===== config.mk =====
export PLATFORM = sky130hd
export DESIGN_NAME = dual_watchdog_timer
export DESIGN_NICKNAME = d
export VERILOG_FILES = /design/src/logic/indep_wdt_core.v /design/src/logic/dual_watchdog_timer.v
export VERILOG_INCLUDE_DIRS = /design/src /design/src/logic
export SDC_FILE = /design/constraint.sdc
export NUM_CORES = 1
export LEC_CHECK = 0
export ABC_CLOCK_PERIOD_IN_PS = 5000
export BUFFER_PORTS_ARGS = -buffer_cell sky130_fd_sc_hd__buf_2
export CAP_MARGIN = 20
export CORE_UTILIZATION = 61
export CTS_CLUSTER_SIZE = 40
export DETAILED_ROUTE_END_ITERATION = 8
export GPL_TIMING_DRIVEN = 0
export PLACE_DENSITY = 0.95
export SYNTH_ARGS = -nofsm -noshare
export SYNTH_HDL_FRONTEND = slang
export SYNTH_HIERARCHICAL = 1
export SYNTH_SLANG_ARGS = --single-unit

===== constraint.sdc =====
create_clock -name sys_clk_i -period 5 [get_ports sys_clk_i]
set_input_delay 0.25 -clock sys_clk_i [delete_from_list [all_inputs] [get_ports sys_clk_i]]
set_output_delay 0.25 -clock sys_clk_i [all_outputs]
set_load 0.01 [all_outputs]

===== src/logic/dual_wdt_regs.vh =====
`ifndef DUAL_WDT_REGS_VH
`define DUAL_WDT_REGS_VH

// Register byte offsets
`define KEY_OFS        8'h00
`define PSC_OFS        8'h04
`define RLD_OFS        8'h08
`define ISTS_OFS       8'h0c
`define WCTRL_OFS      8'h10
`define WCFG_OFS       8'h14
`define WSTS_OFS       8'h18

// Key command codes
`define KEY_UNLOCK     16'h5555
`define KEY_RELOAD     16'haaaa
`define KEY_START      16'hcccc

// Reset values
`define PSC_RST        3'h0
`define RLD_RST        12'hfff
`define WCNT_RST       7'h7f
`define WWIN_RST       7'h7f
`define WTB_RST        2'h0

// Field positions
`define WEN_BIT        7
`define WTB_LSB        7
`define WTB_MSB        8
`define EWIE_BIT       9
`define PSC_PEND_BIT   0
`define RLD_PEND_BIT   1
`define EWF_BIT        0

// Window counter thresholds and timebase
`define WCNT_WARN      7'h40
`define WCNT_PRE_WARN  7'h41
`define WTB_BASE_MASK  15'h0fff
`define WPRE_ZERO      15'h0000

// Independent divider base (divide by 4) and counter end
`define IDIV_BASE      9'h004
`define IDIV_MAX_SHIFT 3'h6
`define ICNT_END       12'h000

`endif


===== src/logic/indep_wdt_core.v =====
`timescale 1ns/1ps
`default_nettype none
`include "dual_wdt_regs.vh"

module indep_wdt_core (
    input  wire        sys_clk_i,     // System clock
    input  wire        srst_i,        // Synchronous reset, high
    input  wire        lsi_tick_i,    // One pulse per independent clock rising edge
    input  wire        hw_mode_i,     // Hardware watchdog option
    input  wire        start_i,       // Start command pulse
    input  wire        reload_i,      // Reload command pulse
    input  wire        psc_wr_i,      // Accepted divider write
    input  wire [2:0]  psc_wdata_i,   // Divider code written
    input  wire        rld_wr_i,      // Accepted reload value write
    input  wire [11:0] rld_wdata_i,   // Reload value written
    output wire [2:0]  psc_o,         // Stored divider code
    output wire [11:0] rld_o,         // Stored reload value
    output wire        psc_pend_o,    // Divider update pending
    output wire        rld_pend_o,    // Reload update pending
    output wire        timeout_o      // Counter expired, sticky
);
    reg [2:0]  psc_r;
    reg [2:0]  psc_act_r;
    reg [11:0] rld_r;
    reg        psc_pend_r;
    reg        rld_pend_r;
    reg        run_r;
    reg [7:0]  div_cnt_r;
    reg [11:0] cnt_r;
    reg        timeout_r;

    // Code 7 uses the same span as code 6
    wire [2:0] shift_sel = (psc_act_r > `IDIV_MAX_SHIFT) ? `IDIV_MAX_SHIFT : psc_act_r;
    wire [8:0] div_span  = `IDIV_BASE << shift_sel;
    wire [8:0] div_m1    = div_span - 9'h001;
    wire       div_done  = lsi_tick_i && (div_cnt_r == div_m1[7:0]);

    // Stored values and their pending flags; a new divider code is taken up at the next tick
    always @(posedge sys_clk_i) begin
        if (srst_i) begin
            psc_r      <= `PSC_RST;
            psc_act_r  <= `PSC_RST;
            rld_r      <= `RLD_RST;
            psc_pend_r <= 1'b0;
            rld_pend_r <= 1'b0;
        end else begin
            if (psc_wr_i && !psc_pend_r) begin
                psc_r      <= psc_wdata_i;
                psc_pend_r <= 1'b1;
            end else if (lsi_tick_i && psc_pend_r) begin
                psc_act_r  <= psc_r;
                psc_pend_r <= 1'b0;
            end
            if (rld_wr_i && !rld_pend_r) begin
                rld_r      <= rld_wdata_i;
                rld_pend_r <= 1'b1;
            end else if (lsi_tick_i && rld_pend_r) begin
                rld_pend_r <= 1'b0;
            end
        end
    end

    // Prescaler and down counter
    always @(posedge sys_clk_i) begin
        if (srst_i) begin
            run_r     <= 1'b0;
            div_cnt_r <= 8'h00;
            cnt_r     <= `RLD_RST;
            timeout_r <= 1'b0;
        end else begin
            run_r <= run_r | start_i | hw_mode_i;
            if (reload_i) begin
                cnt_r <= rld_r;
            end else if (run_r && div_done && cnt_r != `ICNT_END) begin
                cnt_r <= cnt_r - 12'h001;
            end
            if (!run_r || div_done) begin
                div_cnt_r <= 8'h00;
            end else if (lsi_tick_i) begin
                div_cnt_r <= div_cnt_r + 8'h01;
            end
            if (run_r && cnt_r == `ICNT_END) begin
                timeout_r <= 1'b1;
            end
        end
    end

    assign psc_o      = psc_r;
    assign rld_o      = rld_r;
    assign psc_pend_o = psc_pend_r;
    assign rld_pend_o = rld_pend_r;
    assign timeout_o  = timeout_r;
endmodule

`default_nettype wire


===== src/logic/dual_watchdog_timer.v =====
`timescale 1ns/1ps
`default_nettype none
`include "dual_wdt_regs.vh"

module dual_watchdog_timer (
    input  wire        sys_clk_i,        // System clock, 125 MHz
    input  wire        srst_i,           // Synchronous reset, high
    input  wire        psel_i,           // APB select
    input  wire        penable_i,        // APB enable
    input  wire        pwrite_i,         // APB direction, 1 = write
    input  wire [7:0]  paddr_i,          // APB byte address
    input  wire [31:0] pwdata_i,         // APB write data
    input  wire [3:0]  pstrb_i,          // APB byte strobes
    output wire [31:0] prdata_o,         // APB read data
    output wire        pready_o,         // APB ready
    output wire        pslverr_o,        // APB error, unmapped address
    input  wire        lsi_clk_i,        // Independent watchdog clock pin
    input  wire        hw_wdt_opt_i,     // Hardware watchdog option pin
    output wire        early_warn_irq_o, // Early warning interrupt
    output wire        sys_rst_req_o     // System reset request, sticky
);
    // Register map, one aligned word each
    //   0x00  key, write only, reads zero
    //   0x04  divider code in bits 2:0
    //   0x08  reload value in bits 11:0
    //   0x0c  pending flags, bit 0 divider, bit 1 reload
    //   0x10  window control, count in 6:0, enable in 7
    //   0x14  window config, window 6:0, timebase 8:7
    //         and early warning enable in bit 9
    //   0x18  window status, early warning flag in bit 0
    //   Above 0x18 or misaligned: error answer
    //   Writes there are dropped, reads give zero

    // Reset values
    //   Window count and window both 0x7f
    //   Timebase, enables and flags all zero
    //   Divider code zero, reload value 0xfff
    //   Independent counter 0xfff and stopped

    // Bus timing
    //   A setup cycle is seen at one edge
    //   Ready comes in the very next cycle
    //   Ready, error and read data stand one cycle
    //   Writes act at the edge closing the access
    //   Back to back transfers are accepted

    // Byte strobes
    //   Half-word and word writes both work
    //   Lanes without a strobe keep their old bits
    //   A key write needs both low lanes
    //   Window control and status need lane 0

    // Independent side
    //   Key commands are decoded at the access edge
    //   Start and reload pulses reach the core a cycle later
    //   The unlock key opens divider and reload writes
    //   Any other key, reload included, locks again
    //   Locked writes are dropped without a trace
    //   A write while its flag is pending is dropped too
    //   Pending flags clear at the next slow clock tick
    //   A new divider code takes effect at that tick
    //   The slow clock pin passes two flip-flops first
    //   A third flop finds its rising edges
    //   The hardware option pin is synchronised alike
    //   With that option the counter runs with no start key

    // Window side
    //   The prescaler runs freely from the bus clock
    //   The counter steps every 4096 bus clocks
    //   Each timebase step doubles that span
    //   The counter keeps stepping while disabled
    //   A control write reloads the count
    //   Enable is sticky; only the system reset clears it
    //   Reset causes need the enable set before the write
    //   Stepping from 0x40 to 0x3f asks for a reset
    //   So does a reload while the count is above the window value
    //   And a reload with bit 6 clear
    //   A control write beats a step in the same cycle

    // Early warning
    //   The flag sets on the step from 0x41 to 0x40
    //   A zero written to the status bit drops it
    //   A new event beats a clear in the same cycle
    //   The interrupt is the flag gated by its enable
    //   It changes at the same edge as the flag, a cycle late if an event meets a clear

    // Reset request
    //   Either watchdog may raise it
    //   It stays high until the system reset arrives
    //   The independent counter stops at zero
    //   The window counter wraps after 0x00
    //   Software must reload between the window value
    //   and 0x40 to stay clear of a reset

    // Bus registers
    reg [31:0] rd_mux;
    reg        pready_r;
    reg        pslverr_r;
    reg [31:0] prdata_r;

    // Pin synchronisers
    reg        lsi_s1_r;
    reg        lsi_s2_r;
    reg        lsi_s3_r;
    reg        hw_s1_r;
    reg        hw_s2_r;

    // Independent watchdog access control
    reg        unlock_r;
    reg        start_r;
    reg        reload_r;
    reg        psc_wr_r;
    reg        rld_wr_r;
    reg [2:0]  psc_wdata_r;
    reg [11:0] rld_wdata_r;

    // Window watchdog state
    reg [14:0] wpre_r;
    reg [6:0]  wcnt_r;
    reg        wen_r;
    reg [6:0]  win_r;
    reg [1:0]  wtb_r;
    reg        ewie_r;
    reg        ewf_r;
    reg        irq_r;
    reg        rst_req_r;

    wire [31:0] wmask;
    wire [2:0]  psc_cur;
    wire [11:0] rld_cur;
    wire        psc_pend;
    wire        rld_pend;
    wire        independent_watchdog_timeout;

    // Byte strobes widened to a bit mask
    genvar gi;
    generate
        for (gi = 0; gi < 4; gi = gi + 1) begin : g_lane
            assign wmask[gi*8+7:gi*8] = {8{pstrb_i[gi]}};
        end
    endgenerate

    // Bus phases: setup, then one access cycle with pready high
    wire setup    = psel_i && !penable_i;
    wire access   = psel_i && penable_i && pready_r;
    wire wr_acc   = access && pwrite_i;
    wire aligned  = (paddr_i[1:0] == 2'b00);
    wire mapped   = aligned && (paddr_i <= `WSTS_OFS);

    wire sel_key  = wr_acc && (paddr_i == `KEY_OFS);
    wire sel_psc  = wr_acc && (paddr_i == `PSC_OFS);
    wire sel_rld  = wr_acc && (paddr_i == `RLD_OFS);
    wire sel_wctl = wr_acc && (paddr_i == `WCTRL_OFS);
    wire sel_wcfg = wr_acc && (paddr_i == `WCFG_OFS);
    wire sel_wsts = wr_acc && (paddr_i == `WSTS_OFS);

    // Key needs both low lanes; half-word and word writes both qualify
    wire key_full = (pstrb_i[1:0] == 2'b11);
    wire key_wr   = sel_key && key_full;
    wire [15:0] key_val = pwdata_i[15:0];

    // Merged write data for partially strobed writes
    wire [31:0] rld_old  = {20'h00000, rld_cur};
    wire [31:0] rld_mrg  = (rld_old & ~wmask) | (pwdata_i & wmask);
    wire [31:0] wcfg_old = {22'h000000, ewie_r, wtb_r, win_r};
    wire [31:0] wcfg_mrg = (wcfg_old & ~wmask) | (pwdata_i & wmask);

    // Window timebase: low 12+tb bits of the prescaler all ones
    wire [14:0] wpre_mask = ((`WTB_BASE_MASK + 15'h0001) << wtb_r) - 15'h0001;
    wire        wtick     = ((wpre_r & wpre_mask) == wpre_mask);

    // Window reset causes
    wire wctl_wr   = sel_wctl && pstrb_i[0];
    wire w_early   = wen_r && wctl_wr && (wcnt_r > win_r);
    wire w_under   = wen_r && wtick && !wctl_wr && (wcnt_r == `WCNT_WARN);
    wire w_low_wr  = wen_r && wctl_wr && !pwdata_i[6];
    wire w_reset   = w_early || w_under || w_low_wr;

    // Early warning event: counter steps onto 0x40
    wire ew_event  = wtick && !wctl_wr && (wcnt_r == `WCNT_PRE_WARN);
    wire ew_clear  = sel_wsts && pstrb_i[0] && !pwdata_i[`EWF_BIT];

    // Two-flop synchronisers; the third stage only feeds the edge detect
    always @(posedge sys_clk_i) begin
        if (srst_i) begin
            lsi_s1_r <= 1'b0;
            lsi_s2_r <= 1'b0;
            lsi_s3_r <= 1'b0;
            hw_s1_r  <= 1'b0;
            hw_s2_r  <= 1'b0;
        end else begin
            lsi_s1_r <= lsi_clk_i;
            lsi_s2_r <= lsi_s1_r;
            lsi_s3_r <= lsi_s2_r;
            hw_s1_r  <= hw_wdt_opt_i;
            hw_s2_r  <= hw_s1_r;
        end
    end

    wire lsi_tick = lsi_s2_r && !lsi_s3_r;

    // Read data selected by address; the key always reads zero
    always @* begin
        rd_mux = 32'h00000000;
        case (paddr_i)
            `KEY_OFS:   rd_mux = 32'h00000000;
            `PSC_OFS:   rd_mux = {29'h00000000, psc_cur};
            `RLD_OFS:   rd_mux = {20'h00000, rld_cur};
            `ISTS_OFS:  rd_mux = {30'h00000000, rld_pend, psc_pend};
            `WCTRL_OFS: rd_mux = {24'h000000, wen_r, wcnt_r};
            `WCFG_OFS:  rd_mux = {22'h000000, ewie_r, wtb_r, win_r};
            `WSTS_OFS:  rd_mux = {31'h00000000, ewf_r};
            default:    rd_mux = 32'h00000000;
        endcase
    end

    // APB answer: ready, error and read data prepared during setup
    always @(posedge sys_clk_i) begin
        if (srst_i) begin
            pready_r  <= 1'b0;
            pslverr_r <= 1'b0;
            prdata_r  <= 32'h00000000;
        end else begin
            pready_r  <= setup;
            pslverr_r <= setup && !mapped;
            prdata_r  <= 32'h00000000;
            if (setup && !pwrite_i && mapped) begin
                prdata_r <= rd_mux;
            end
        end
    end

    // Key commands and write protection
    always @(posedge sys_clk_i) begin
        if (srst_i) begin
            unlock_r <= 1'b0;
            start_r  <= 1'b0;
            reload_r <= 1'b0;
        end else begin
            start_r  <= key_wr && (key_val == `KEY_START);
            reload_r <= key_wr && (key_val == `KEY_RELOAD);
            if (key_wr) begin
                unlock_r <= (key_val == `KEY_UNLOCK);
            end
        end
    end

    // Protected writes forwarded to the counter core
    always @(posedge sys_clk_i) begin
        if (srst_i) begin
            psc_wr_r    <= 1'b0;
            rld_wr_r    <= 1'b0;
            psc_wdata_r <= `PSC_RST;
            rld_wdata_r <= `RLD_RST;
        end else begin
            psc_wr_r    <= sel_psc && pstrb_i[0] && unlock_r;
            rld_wr_r    <= sel_rld && (pstrb_i[1:0] != 2'b00) && unlock_r;
            psc_wdata_r <= pwdata_i[2:0];
            rld_wdata_r <= rld_mrg[11:0];
        end
    end

    indep_wdt_core u_core (
        .sys_clk_i   (sys_clk_i),
        .srst_i      (srst_i),
        .lsi_tick_i  (lsi_tick),
        .hw_mode_i   (hw_s2_r),
        .start_i     (start_r),
        .reload_i    (reload_r),
        .psc_wr_i    (psc_wr_r),
        .psc_wdata_i (psc_wdata_r),
        .rld_wr_i    (rld_wr_r),
        .rld_wdata_i (rld_wdata_r),
        .psc_o       (psc_cur),
        .rld_o       (rld_cur),
        .psc_pend_o  (psc_pend),
        .rld_pend_o  (rld_pend),
        .timeout_o   (independent_watchdog_timeout)
    );

    // Window prescaler runs freely from the bus clock
    always @(posedge sys_clk_i) begin
        if (srst_i) begin
            wpre_r <= `WPRE_ZERO;
        end else begin
            wpre_r <= wpre_r + 15'h0001;
        end
    end

    // Window counter: free running down count, reload by control write
    always @(posedge sys_clk_i) begin
        if (srst_i) begin
            wcnt_r <= `WCNT_RST;
            wen_r  <= 1'b0;
        end else begin
            if (wctl_wr) begin
                wcnt_r <= pwdata_i[6:0];
                wen_r  <= wen_r | pwdata_i[`WEN_BIT];
            end else if (wtick) begin
                wcnt_r <= wcnt_r - 7'h01;
            end
        end
    end

    // Window configuration; early warning enable is set only
    always @(posedge sys_clk_i) begin
        if (srst_i) begin
            win_r  <= `WWIN_RST;
            wtb_r  <= `WTB_RST;
            ewie_r <= 1'b0;
        end else if (sel_wcfg) begin
            win_r  <= wcfg_mrg[6:0];
            wtb_r  <= wcfg_mrg[`WTB_MSB:`WTB_LSB];
            ewie_r <= ewie_r | wcfg_mrg[`EWIE_BIT];
        end
    end

    // Early warning flag: a new event beats a clear in the same cycle
    always @(posedge sys_clk_i) begin
        if (srst_i) begin
            ewf_r <= 1'b0;
            irq_r <= 1'b0;
        end else begin
            if (ew_event) begin
                ewf_r <= 1'b1;
            end else if (ew_clear) begin
                ewf_r <= 1'b0;
            end
            irq_r <= (ewf_r || ew_event) && ewie_r && !ew_clear;
        end
    end

    // System reset request holds until the system reset arrives
    always @(posedge sys_clk_i) begin
        if (srst_i) begin
            rst_req_r <= 1'b0;
        end else if (w_reset || independent_watchdog_timeout) begin
            rst_req_r <= 1'b1;
        end
    end

    assign prdata_o         = prdata_r;
    assign pready_o         = pready_r;
    assign pslverr_o        = pslverr_r;
    assign early_warn_irq_o = irq_r;
    assign sys_rst_req_o    = rst_req_r;
endmodule

`default_nettype wire


Word-level counts from Yosys, hierarchy flattened
Index checks and enable logic that the tools add are counted.
{ "word_totals": {"output_inout_bits": 36, "word_cells": 155, "regBits": 137, "inputBits": 51} }
{ "op_classes": {"n_mux": 12, "addsub": 6, "n_eq_ne": 14, "n_reduce_logical": 72, "bitwise": 13, "shifts": 2, "n_lt_le_gt_ge": 3} }
{ "ops": {"columns": ["cell", "n"], "rows": [
  ["case mux 12 bit (6 select lines)", 1],
  ["logical AND 1 bit", 43],
  ["== test 16 bit (second input constant)", 2],
  ["AND 12 bit", 2],
  ["== test 8 x 5 -> 1 bit (second input constant)", 3],
  ["two-way mux 12 bit", 2],
  ["== test 16 x 15 -> 1 bit (second input constant)", 1],
  ["== test 8 x 4 -> 1 bit (second input constant)", 2],
  ["adder 15 x 1 -> 15 bit (second input constant)", 1],
  ["AND 15 bit", 1],
  ["== test 15 bit", 1],
  ["<< shifter 13 x 2 -> 15 bit (first input constant)", 1],
  ["subtractor 15 x 1 -> 15 bit (second input constant)", 1],
  ["== test 7 bit (second input constant)", 2],
  ["two-way mux 7 bit", 2],
  ["logical NOT 12 bit", 1],
  ["NOT 12 bit", 1],
  ["bitwise OR 12 bit", 1],
  ["nonzero test 12 bit", 1],
  ["nonzero test 2 bit", 6],
  ["subtractor 12 x 1 -> 12 bit (second input constant)", 1],
  ["logical NOT 1 bit", 11],
  ["AND 10 bit", 1],
  ["bitwise OR 10 bit", 1],
  ["19 further kinds", 33]
]} }

Logic depth before layout (Yosys ltp)
Gate-level depths: netlist of the first run.
{ "depth": {"ltp_word": 11, "depth_mapped": 8, "depth_no_buf": 8} }

Cells and area by module
Netlist of the first run, hierarchy kept.
{ "modules_own_cells": {"columns": ["mod", "instances", "seq_area_each_um2", "area_each_um2", "cells_per_inst"], "rows": [
  ["dual_watchdog_timer", 1, 1501.4, 3612.2, 393],
  ["indep_wdt_core", 1, 840.8, 2054.5, 234]
]} }

Least setup slack after synthesis of the first run
Ideal clock, no wire load.
{ "synth_timing": {"kind": "reg-to-reg", "startpoint": "reg u_core.cnt_r[2]", "endpoint": "reg u_core.cnt_r[1]", "setup_time_ps": 74, "path_stages_with_launch": 8, "t_arrival_ps": 1957, "synth_period_minus_slack_ps": 2032, "n_path_buf": 1, "path_slack_ps": 2968, "required_time_ps": 4926, "path_cell_list": "dfxtp_1 or4_1 buf_6 nor4_4 nor2b_2 nand3_4 mux2_2 o21ai_0"} }
{ "synth_between": {"elab_chain_len": 3} }
{ "synth_rtl": {"columns": ["element", "line_no", "source"], "rows": [
  ["from (decl)", "indep_wdt_core.v:29", "reg [11:0] cnt_r;"],
  ["from (signal assigned)", "indep_wdt_core.v:68", "cnt_r <= `RLD_RST;"],
  ["from (signal assigned)", "indep_wdt_core.v:73", "cnt_r <= rld_r;"],
  ["from (signal assigned)", "indep_wdt_core.v:75", "cnt_r <= cnt_r - 12'h001;"],
  ["nonzero test 12 bit (no line)", null, null],
  ["logical AND 1 bit (no line)", null, null],
  ["nonzero test 2 bit (no line)", null, null]
]} }
Every way passes these cells.
A chain may end at the register's enable or synchronous reset.

Worst setup path in the final report of the first run
{ "layout_timing": {"startpoint": "reg lsi_s2_r", "endpoint": "reg u_core.cnt_r[11]"} }
{ "layout_between": {"elab_chain_len": 5} }
{ "layout_rtl": {"columns": ["element", "line_no", "source"], "rows": [
  ["from (decl)", "dual_watchdog_timer.v:103", "reg lsi_s2_r;"],
  ["from (signal assigned)", "dual_watchdog_timer.v:193", "lsi_s2_r <= lsi_s1_r;"],
  ["logical AND 1 bit", "dual_watchdog_timer.v:200", "wire lsi_tick = lsi_s2_r && !lsi_s3_r;"],
  ["named net lsi_tick", "dual_watchdog_timer.v:200", null],
  ["logical AND 1 bit", "indep_wdt_core.v:36", "wire div_done = lsi_tick_i && (div_cnt_r == div_m1[7:0]);"],
  ["logical AND 1 bit", "indep_wdt_core.v:74", "end else if (run_r && div_done && cnt_r != `ICNT_END) begin"],
  ["logical AND 1 bit (no line)", null, null],
  ["nonzero test 2 bit (no line)", null, null]
]} }
The timed path passes the listed nets, and every way through them passes these cells.

==> results of run 1 <==
-- worst register-to-register path: cells and delay by family (launching register included) --
family	cells	cell delay (ns)
AOI/OAI and AO/OA	1	0.46
and+or+nand+nor	4	0.76
DFF	1	0.32
buffers and inverters	1	0.37
muxes	1	0.28
-- stage by stage --
stage	instance area [um^2]	cells	utilization (%)	hold slack (ns)	total power [mW]
floorplan	5740	646	-	0.378	1.07
global placement	6110	801	69.0	0.416	1.11
detailed placement	6110	801	69.0	0.423	1.11
CTS	6770	836	76.5	0.00388	2.40
global route	6770	836	76.5	0.0191	2.46
finish	6770	836	76.5	0.0145	2.41
-- placed cells by master (no fill, tap or decap), types with 13 or more instances in the layout --
cell type  netlist  routed
a211o_1         13      13
a21oi_1         26      26
buf_2            5      52
buf_4           22      22
clkbuf_1        16      18
clkbuf_16        0      16
conb_1           1      20
dfxtp_1        117     117
inv_1           18      18
mux2i_1         30      30
nand2_1         51      51
nand3_1         22      22
nand4_1         13      13
nor2_1          65      65
nor2b_1         31      31
nor3_1          30      30
-- cells by family (layout without fill, tap and decap cells) --
| logic type | Yosys count | in the layout | synth area share [%] |
|---|---|---|---|
| mux | 35 | 35 | 6.29 |
| simple gates | 277 | 277 | 27.4 |
| other cells | 1 | 20 | 0.0662 |
| xor+xnor | 23 | 23 | 3.55 |
| buf+inv | 71 | 153 | 7.09 |
| compound gates | 91 | 91 | 11.6 |
| fa+ha+maj | 12 | 12 | 2.65 |
| flops | 117 | 117 | 41.3 |
-- registers in the layout (all words and copies together) (netlist names), 3 cells and up, named ones only --
name / cells
u_core/psc_o: 3
prdata_o: 12
wcnt_r: 7
u_core/psc_act_r: 3
psc_wdata_r: 3
wpre_r: 15
u_core/cnt_r: 12
rld_wdata_r: 12
u_core/rld_o: 12
u_core/div_cnt_r: 8
-- worst max path at each step --
stage / startpoint / to / depth (start not counted)
floorplan: u_core/cnt_r[2] / u_core/cnt_r[1] / 7
global placement: u_core/cnt_r[2] / u_core/cnt_r[1] / 7
detailed placement: lsi_s2_r / u_core/cnt_r[9] / 7
CTS: lsi_s2_r / u_core/cnt_r[9] / 7
global route: lsi_s2_r / u_core/cnt_r[9] / 7
finish: lsi_s2_r / u_core/cnt_r[11] / 7
-- report_power, final --
part / leakage, nW / internal, mW / total, mW / switching [mW]
Clock: 0.315 / 0.875 / 1.30 / 0.428
Combinational: 1.53 / 0.0590 / 0.138 / 0.0790
Sequential: 0.950 / 0.950 / 0.967 / 0.0166
-- cell type report --
type | count | area [um^2] | area share, %
buffer | 52 | 330 | 4.88
clock buffer | 24 | 490 | 7.24
clock inverter | 8 | 144 | 2.12
inverter | 19 | 71.3 | 1.05
multi-input combinational | 458 | 2990 | 44.2
sequential | 117 | 2340 | 34.6
tap | 108 | 135 | 2.00
timing repair buffer | 50 | 265 | 3.92
-- routing by layer --
layer / vias to the layer above / wire, um / track usage (%)
met5: - / 0 / 0
met4: 0 / 928 / 23.5
met3: 105 / 1290 / 8.59
met2: 331 / 8100 / 61.1
met1: 2497 / 5700 / 36.2
li1: 2386 / - / -
==> results by stage, run 1 <==
Route:
- The number of design rule violations left after detail routing is 1.
- Wires add up to 16000 um.
- The number of DRC markers in iteration 0 is 451.
- In the final routed layout, each cell accounts on average for 19.2 um.
- The detailed-route vias per instance is 6.36.
- The post-detailed-route count of antenna-violating nets is 0.
- The length of the first detailed-routing pass in iterations is 9.
- Across all layers, the routed design uses 5319 vias.

Timing:
- The final-layout setup total negative slack is 0 ns.
- The transition at the pin with the smallest max-transition slack is 0.702 ns.
- Setup repair after global routing left no endpoint under its margin.
- The number of hold violations in the final report is 0.
- The max-slew violation count is 0.
- The highest attainable clock frequency is 0.433 GHz.
- The worst path in the final design needs a cycle of 2.31 ns, including I/O delays and setup.
- The post-route fraction of the period consumed by the critical path is 46.2%.
- The setup skew after layout is 0.00950 ns.
- The setup-violating endpoint count in the final report is 0.
- Measured against its own limit, the worst slew margin works out to 52.6%.
- Setup slack closes at 2.69 ns.

Logic synthesis:
- Yosys attributes the largest share of cell area to dfxtp_1 41%, mux2i_1 5.3%, nor2_1 4.3%.
- Synthesis handed over a netlist of 627 instances.
- After synthesis, the most frequently instantiated cells are 117 x dfxtp_1, 65 x nor2_1, 51 x nand2_1.
- The portion of synthesized cell area occupied by the leading cell type is 41.3%.
- Summing every instance area after synthesis gives 5670 um^2.
- For this run, asynchronously set or reset flops after synthesis account for 0%.
- The number of distinct standard cells referenced by the synthesized netlist is 71.
- The number of synthesis warnings is 6.
- In this run, synthesis produced a sequential element count of 117.
- The number of enable flip-flop cells after synthesis is 0.
- The most common cell in the synthesized netlist is dfxtp_1.
- Of all cell types, the one taking the most synthesized area is dfxtp_1.
- The mean post-synth cell area is 9.04 um^2.
- The sequential cell area fraction in the yosys report is 41.3%.
- Among all flip-flop cells after synthesis, the most frequent one is dfxtp_1.

Critical path:
- Data arrives at the worst endpoint at 2.73 ns.
- Walking the worst path, the cells encountered are nor2b_1 -> clkbuf_1 -> nand2_1 -> a311oi_2 -> nand4_1 -> mux2i_1 -> nand2_1.
- STA classifies the critical path endpoint as a register.
- Counting both buffers and inverters, the worst setup path holds a total of 1.
- The worst setup path is launched from a register.
- The endpoint of the worst register-to-register path is u_core/cnt_r[11].
- The depth of the worst register-to-register path is 7.
- The kind of cell with the highest combined delay along the critical path is simple AND/OR/NAND/NOR gates.
- The cell that appears most often on the critical path is nand2_1.
- For this run, the slowest stage of the critical path takes 0.46 ns.
- The endpoint required time on the critical path is 5.42 ns.
- The type of the setup path with the least slack is register to register.
- The slack of the worst reg-to-reg path is 2.69 ns.
- The maximum fanout encountered on the critical timing path is 10.
- The cell with the biggest individual delay on the critical path is a311oi_2.
- The beginning of the worst register-to-register path is lsi_s2_r.

Job:
- The tool flagged a number of max-cap violations equal to 0.

Power:
- IR analysis of the VDD net gives a maximum drop of 0.260 mV.
- For this design the static power due to leakage is 2.79 nW.
- The power per standard cell area is 355 nW/um^2.

CTS:
- Clock tree synthesis inserted a total of 17 buffers.
- The number of instances resized during post-cts repair is 0.
- The count of clock tree sinks is 117.
- The tree is rooted in a clkbuf_8.
- The deepest level of the CTS H-tree is 4.
- The clock slew at the register clock pins of the worst setup and hold paths is 0.06 ns.
- Buffers added to address setup during post-CTS repair amount to 0.
- The clock tree buffer depth is 2.
- The latest clock arrival within the worst-skew pair is 0.53 ns.
- After clock tree synthesis, the flow added hold-fix buffers numbering 3.
- The clock tree from TritonCTS is yes.

Cells and area:
- The fraction of layout cells with a size suffix above 1 is 18.5%.
- The repair_antennas step left the layout with diodes totalling 0.
- The number of fill cells is 556.
- The area growth from synthesis to final layout is 19.5%.
- The final layout contains 778 nets.

Min path:
- The min-delay analysis places its worst path in the category input port to register.
- The worst-case hold path end point is rld_wdata_r[11].
- Counting instances, the worst hold path has a depth of 3.
- In this run the most critical hold path is launched from pwdata_i[11].

Die:
- The floorplan step defined a die boundary enclosing 9680 um^2.
- From left edge to right edge, the die measures 98.4 um.
- The floorplan row count is 34.
- The core region area is 8850 um^2.
- Pin placement for this block handled 87 I/O pins.
- The height of the chip is 98.4 um.
- The starting density of the core is 64.0%.

Status:
- The final reports fail on DRC.
- The flow ran to the end, but the final reports show violations.

GRT:
- The first-pass GRT wire length is 26000 um.
- Across every metal layer, demand over resource in global routing totals 34.6%.
- The maximum number of pins on one net before global-route repair is 17.
- The initial antenna violation count is 0.
- The number of global-route vias before repair is 5327.
- After global routing the overflow that remains totals 0.

Place:
- In this run the tool buffered the top-level ports with 47 buffer cells.
- The wire-length estimate of the detail-placed layout is 10500 um.
- Before CTS, the worst setup slack after placement is 2.75 ns.
- At the end of routability-driven placement, the weighted congestion stood at 0.916.
(Power assumes the default switching activity.)
==> run 2, diff against run 1 <==
Settings changed: ABC_AREA set to 1, ABC_CLOCK_PERIOD_IN_PS 5000 to 2000, CORE_UTILIZATION 61 to 52, PLACE_DENSITY 0.95 to 0.87.
Clock period 5 ns to 2 ns, I/O delays scaled along.
==> results by stage, run 2 <==
Status:
- The run finished with clean final reports.

Timing:
- The max-slew violation count is 0.
- The final-layout setup total negative slack is 0 ns.
- Hold is met by 0.0135 ns.
- The number of hold violations in the final report is 0.
- After layout, the worst path uses 88.4% of the clock period.
- The post-layout minimum cycle time is 1.77 ns.
- Headroom to the max-slew limit came out at 60.0%.
- Setup repair after global routing left no endpoint under its margin.
- Setup violations remaining at the end of the flow were counted as 0.
- The transition at the pin with the smallest max-transition slack is 0.600 ns.
- Across the routed clock network, the largest skew measured is 0.00621 ns.
- Static timing analysis puts the maximum clock frequency at 0.566 GHz.

Logic synthesis:
- Counting instances in the post-synthesis netlist gives the leading cell types as 171 x nand2_1, 117 x dfxtp_1, 97 x inv_1.
- The most common cell in the synthesized netlist is nand2_1.
- The dominant register cell in the synthesized netlist is dfxtp_1.
- The synthesized design contains 0 enable-type register cells.
- The sequential cell area fraction in the yosys report is 39.0%.
- The number of distinct standard cells referenced by the synthesized netlist is 42.
- The portion of synthesized cell area occupied by the leading cell type is 39.0%.
- The combined area of all synthesized cells is 6000 um^2.
- The share of async-settable or async-resettable flops after synthesis is 0%.
- Ranked by total cell area, the synthesized netlist is headed by dfxtp_1 39%, nand2_1 11%, inv_1 6.1%.
- The dominant cell type by area after synthesis is dfxtp_1.
- The mean post-synth cell area is 7.44 um^2.
- Counting flops and latches in the post-synthesis netlist gives 117.
- Yosys printed 6 warnings.
- The post-synthesis cell count is 807.

Place:
- The routability congestion estimate is 0.922.
- The count of input and output buffers is 46.
- The half-perimeter wire length of the detailed placement result is 10700 um.
- The area of placed instances is 6480 um^2.

CTS:
- TritonCTS built the clock tree.
- Clock tree synthesis selected as its root buffer the cell clkbuf_16.
- After clock tree synthesis, the repair step resized 0 gates.
- The number of hold buffers added after CTS was 11.
- The longest clock path from root to sink contains 2 buffers.
- The count of clock tree sinks is 117.
- In this run, CTS created clock tree buffers numbering 17.
- The deepest level of the CTS H-tree is 4.
- After clock tree synthesis, the setup repair step added 0 buffers.
- Clock-pin slew was measured on the worst setup and hold paths at 0.05 ns.
- At the later pin of the worst-skew pair, clock insertion delay measures 0.41 ns.

Die:
- The height of the chip is 109 um.
- The overall die area is 12000 um^2.
- The core region area is 11000 um^2.
- The initialized floorplan defines 38 standard-cell rows.
- The starting density of the core is 54.4%.
- The floorplan step set the die width to 109 um.
- Pin placement for this block handled 87 I/O pins.

Critical path:
- The nature of the critical path startpoint is a register.
- Of all nets on the critical path, the largest fanout is 10.
- Among all stages on the critical path, the largest delay is contributed by dfxtp_1.
- The peak per-stage delay on the critical path is 0.32 ns.
- Data arrives at the worst endpoint at 2.05 ns.
- The worst setup path is of the register to register kind.
- The signal on the critical path passes through inv_1 -> ha_1 -> inv_1 -> nor2_1 -> nand4_1 -> nor2_2 -> nor2_2 -> nand3_4 -> nand2_4 -> nand2_1 -> nand3_2.
- The critical path contains buffers and inverters numbering 2 combined.
- The endpoint required time on the critical path is 2.28 ns.
- The capturing element type of the critical path is a register.
- The family with the most delay on the worst path is simple AND/OR/NAND/NOR gates.

Cells and area:
- The library cells used most frequently in the layout, excluding fill and tap cells, are 171 x nand2_1, 117 x dfxtp_1, 97 x inv_1.
- With fillers left out, the area of the finished cells amounts to 7170 um^2.
- In the final layout, the share of cells above drive strength 1 is 20.2%.
- The number of fill cells is 891.
- The total inserted antenna cells is 0.
- The area growth from synthesis to final layout is 19.6%.
- The register with the most flip-flops in the layout has 15 of them.
- The final net count is 965.
- The register with the highest flop count is wpre_r.
- The library cell used most frequently in the layout, excluding fill and tap cells, is nand2_1.

Job:
- The number of maximum-capacitance constraint violations is 0.

Power:
- VDD sags by at most 0.530 mV.
- Summed over all cells, the static leakage comes to 3.42 nW.
- In this run the power density over the cells is 786 nW/um^2.
- The power after layout is 5.64 mW.

Route:
- Dividing the detail-routed via count by the number of cells gives 5.28.
- The via count of the routed design is 5569.
- In the routed design, unresolved DRC markers number 0.
- The length of the first detailed-routing pass in iterations is 5.
- The routed design has 14900 um of wire.
- The number of DRC markers in iteration 0 is 504.
- Dividing the detail-routed wire length by the instance count gives 14.2 um.
- Once detail routing completed, the nets flagged for antenna violations numbered 0.

GRT:
- The first-pass GRT wire length is 24300 um.
- The initial antenna violation count came to 0.
- Entering global routing, the biggest net connects 17 pins.
- The total routing resource utilization after global routing is 26.5%.
- The number of global-route vias before repair was 5115.
- The total overflow left after global routing is 0.

Min path:
- The path type of the worst min-delay path is input port to register.
run 2: changes by cell type after synthesis, sizes merged, moves of 8 or more:
cell / delta
nor2: +37
nor3: -17
nor4: -8
inv: +88
nand2: +130
mux2i: -30
nor2b: -32
xnor2: -10
a211o: -13
and3: -9
nand3: +65
clkbuf: -10
o21ai: +31
a21oi: +16
run 2: logic make-up after synthesis:
kind of cell	count (synthesis)	share of synthesized area, %
AO/OA/AOI/OAI	105	10.6
adder cells (fa/ha/maj)	12	2.50
AND/OR/NAND/NOR	412	34.4
other	1	0.0625
flip-flops	117	39.0
XOR/XNOR	14	2.04
buffers and inverters	146	11.3
run 2: final cells by class:
| cell class | instances | area [um^2] | area share (%) |
|---|---|---|---|
| sequential | 117 | 2340 | 32.6 |
| inverter | 107 | 414 | 5.77 |
| buffer | 39 | 267 | 3.71 |
| clock inverter | 12 | 130 | 1.81 |
| tap | 140 | 175 | 2.44 |
| clock buffer | 20 | 457 | 6.37 |
| timing repair buffer | 57 | 340 | 4.74 |
| multi-input combinational | 563 | 3050 | 42.5 |
run 2: path summary, 6_finish.rpt:
path / startpoint / to / slack (ns) / cells after the start
worst max-delay path: u_core/cnt_r[0] / u_core/cnt_r[5] / 0.23 / 11
worst min-delay path: pwdata_i[9] / ewie_r / 0.01 / 3
worst max register to register: u_core/cnt_r[0] / u_core/cnt_r[5] / 0.23 / 11
worst min register to register: hw_s1_r / hw_s2_r / 0.40 / 2
run 2: metal layers:
layer / wire, um / vias to the layer above / global-route usage (%)
met1: 6250 / 2533 / 32.9
met5: 0 / - / 0
li1: - / 2767 / -
met3: 976 / 40 / 5.39
met4: 435 / 0 / 11.1
met2: 7280 / 229 / 44.5
run 2: report_power, final:
part           internal, mW  leakage, nW  switching [mW]
logic                 0.109         2.18           0.192
clock network          1.89        0.286            1.07
registers              2.36        0.950          0.0110
run 2: tightest hold or removal path, cell delays in order:
cell     delay [ns]
buf_2          0.12
nand3_1        0.07
o22ai_1        0.07
run 2: through the flow:
step | util (%) | std cells | setup slack, ns
2_1_floorplan | - | 826 | 0.499
3_3_place_gp | 58.7 | 1012 | 0.296
3_5_place_dp | 58.7 | 1012 | 0.282
4_1_cts | 65.0 | 1055 | 0.240
5_1_grt | 65.0 | 1055 | 0.0406
6_report | 65.0 | 1055 | 0.232
==> run 3, diff against run 2 <==
Settings changed: ABC_AREA 1 to not set, CORE_UTILIZATION 52 to 51.
==> results by stage, run 3 (synthesis results as in run 1) <==
Die:
- The floorplan step defined a die boundary enclosing 11500 um^2.
- The die is 107 um tall.
- The die is 107 um wide.
- 87 I/O pins were placed.
- The core region area is 10800 um^2.
- The starting density of the core is 52.3%.
- The floorplan row count is 38.

Critical path:
- The maximum fanout encountered on the critical timing path is 2.
- In this design, the largest share of critical-path delay is due to simple AND/OR/NAND/NOR gates.
- The cell with the biggest individual delay on the critical path is or4b_2.
- The endpoint required time on the critical path is 2.39 ns.
- STA classifies the critical path endpoint as a register.
- The worst setup path is of the register to register kind.
- Walking the worst path, the cells encountered are inv_1 -> ha_4 -> a211oi_2 -> nor2_1 -> or4b_2 -> a41oi_2 -> o21ai_0.
- STA classifies the critical path startpoint as a register.
- The number of buffers and inverters on the critical path is 1.
- The endpoint arrival time on the critical path is 2.43 ns.
- In this design, the stage delay of the slowest critical-path cell is 0.62 ns.

Cells and area:
- For this run, the post-layout net count is 813.
- The fraction of layout cells with a size suffix above 1 is 23.0%.
- Once layout is complete, the utilization of the core stands at 66.6%.
- The number of fill cells is 800.
- The footprint of the multi-input gates is 3100 um^2.
- Relative to the synthesized area, the layout overhead comes to 27.4%.
- Registers take 2360 um^2.
- The register with the highest flop count is wpre_r.
- The library cell used most frequently in the layout, excluding fill and tap cells, is dfxtp_1.
- The total inserted antenna cells is 0.
- In the layout the commonest cells are 108 x dfxtp_1, 65 x nor2_1, 51 x buf_2.
- The number of flip-flops under the largest register name is 15.

CTS:
- In this run, CTS created clock tree buffers numbering 17.
- The longest clock path from root to sink contains 2 buffers.
- The deepest level of the CTS H-tree is 4.
- The clock tree root buffer cell is clkbuf_8.
- Clock-pin slew was measured on the worst setup and hold paths at 0.06 ns.
- CTS saw 117 sinks.
- The clock reaches the later pin of the worst-skew pair after 0.52 ns.
- The clock tree from TritonCTS is yes.

Route:
- The total wire length is 16200 um.
- The pre-antenna-repair detailed-routing pass consisted of 6 iterations.
- The number of design rule violations left after detail routing is 0.
- The via count of the routed design is 5324.
- The post-detailed-route count of antenna-violating nets is 0.
- The detailed-route vias per instance is 5.90.
- The number of DRC markers in iteration 0 is 430.
- The average wire per cell in the routed design is 18.0 um.

Power:
- For this design the static power due to leakage is 2.93 nW.
- In this run the power density over the cells is 799 nW/um^2.
- Across the VDD grid, the largest voltage drop is 0.830 mV.

Timing:
- The highest attainable clock frequency is 0.488 GHz.
- Setup violations remaining at the end of the flow were counted as 5.
- The post-layout minimum cycle time is 2.05 ns.
- Dividing the final minimum period by the clock period gives 102%.
- Setup repair after global routing could not meet its margin everywhere.
- The final-layout setup total negative slack is -0.148 ns.
- The worst relative slew slack is 56.3%.
- Setup slack on the critical path of the routed design comes to -0.0473 ns.
- For the final database, setup skew stands at 0.00943 ns.
- For the pin with the worst max-slew slack, the measured transition is 0.655 ns.
- The number of hold violations in the final report is 0.
- The max-slew violation count is 0.

GRT:
- The maximum number of pins on one net before global-route repair is 17.
- The number of global-route vias before repair is 5255.
- The total global routing overflow is 0.
- The initial antenna violation count is 0.
- The total routing resource utilization after global routing is 28.4%.
- The first-pass GRT wire length is 25300 um.

Min path:
- The path type of the worst min-delay path is input port to register.

Status:
- The flow ran to the end, but the final reports show violations.
- The final reports fail on setup timing.

Place:
- Once detailed placement completed, the half-perimeter wirelength came to 10400 um.
- The congestion estimate from routability-driven global placement came to 0.944.
- The count of input and output buffers is 47.

Job:
- The number of maximum-capacitance constraint violations is 0.
-- run 3: changes by cell type in the layout (fill, tap and decap cells not counted), sizes merged, moves of 16 or more --
cell   change
nand2    -130
mux2i     +30
buf       +19
nor2b     +32
nor3      +17
inv       -87
o21ai     -31
nand3     -65
nor2      -37
a21oi     -16
-- run 3: final cells by class --
class | instances | share of cell area [%]
plain buffers | 51 | 4.57
clock buffers | 20 | 6.31
clock inverters | 11 | 1.75
inverters | 19 | 0.988
multi-input cells | 458 | 42.9
flip-flops and latches | 117 | 32.7
well taps | 140 | 2.43
repair buffers | 86 | 8.42
-- run 3: timing repair --
| action | in CTS | in global routing |
|---|---|---|
| hold buffers | 24 | 0 |
| pin swaps | 8 | 18 |
| resized for setup | 14 | 24 |
| buffers inserted | 6 | 9 |
| hold endpoints to repair | 39 | 0 |
| setup endpoints to repair | 21 | 36 |
-- run 3: worst paths after layout --
check	from	end	slack (ns)	cells past startpoint
worst max-delay path	register	sys_rst_req_o	-0.05	7
worst min-delay path	penable_i	prdata_o[0]	0.03	6
worst max register to register	register	sys_rst_req_o	-0.05	7
worst min register to register	rld_wdata_r[2]	u_core/rld_o[2]	0.44	1
-- run 3: power breakdown --
group / internal [mW] / switching (mW) / total [mW]
clock: 1.87 / 1.11 / 2.98
sequential: 2.37 / 0.0422 / 2.41
combinational: 0.175 / 0.199 / 0.374
-- run 3: per-stage QoR --
step | instance area [um^2] | setup WS (ns) | power [mW] | hold WS, ns | instances
after floorplan | 5740 | 0.0191 | 2.67 | 0.228 | 646
after global placement | 6150 | -0.196 | 2.77 | 0.320 | 833
after detailed placement | 6150 | -0.274 | 2.78 | 0.324 | 833
after CTS | 7070 | -0.0275 | 5.74 | 0.0148 | 894
after global routing | 7220 | -0.106 | 5.92 | 0.0752 | 902
final | 7220 | -0.0473 | 5.77 | 0.0252 | 902
-- run 3: worst register-to-register path, stage by stage, from the launching register on --
cell	delay (ns)
dfxtp_1	0.35
inv_1	0.09
ha_4	0.23
a211oi_2	0.26
nor2_1	0.10
or4b_2	0.62
a41oi_2	0.16
o21ai_0	0.11
-- run 3: routing by layer --
metal  vias to the layer above  share of wire [%]  global-route usage [%]
met2                       280                 51                    48.7
li1                       2455                  -                       -
met5                         -                  0                       0
met3                        84                7.0                    7.08
met4                         0                5.2                    19.9
met1                      2505                 37                    30.6
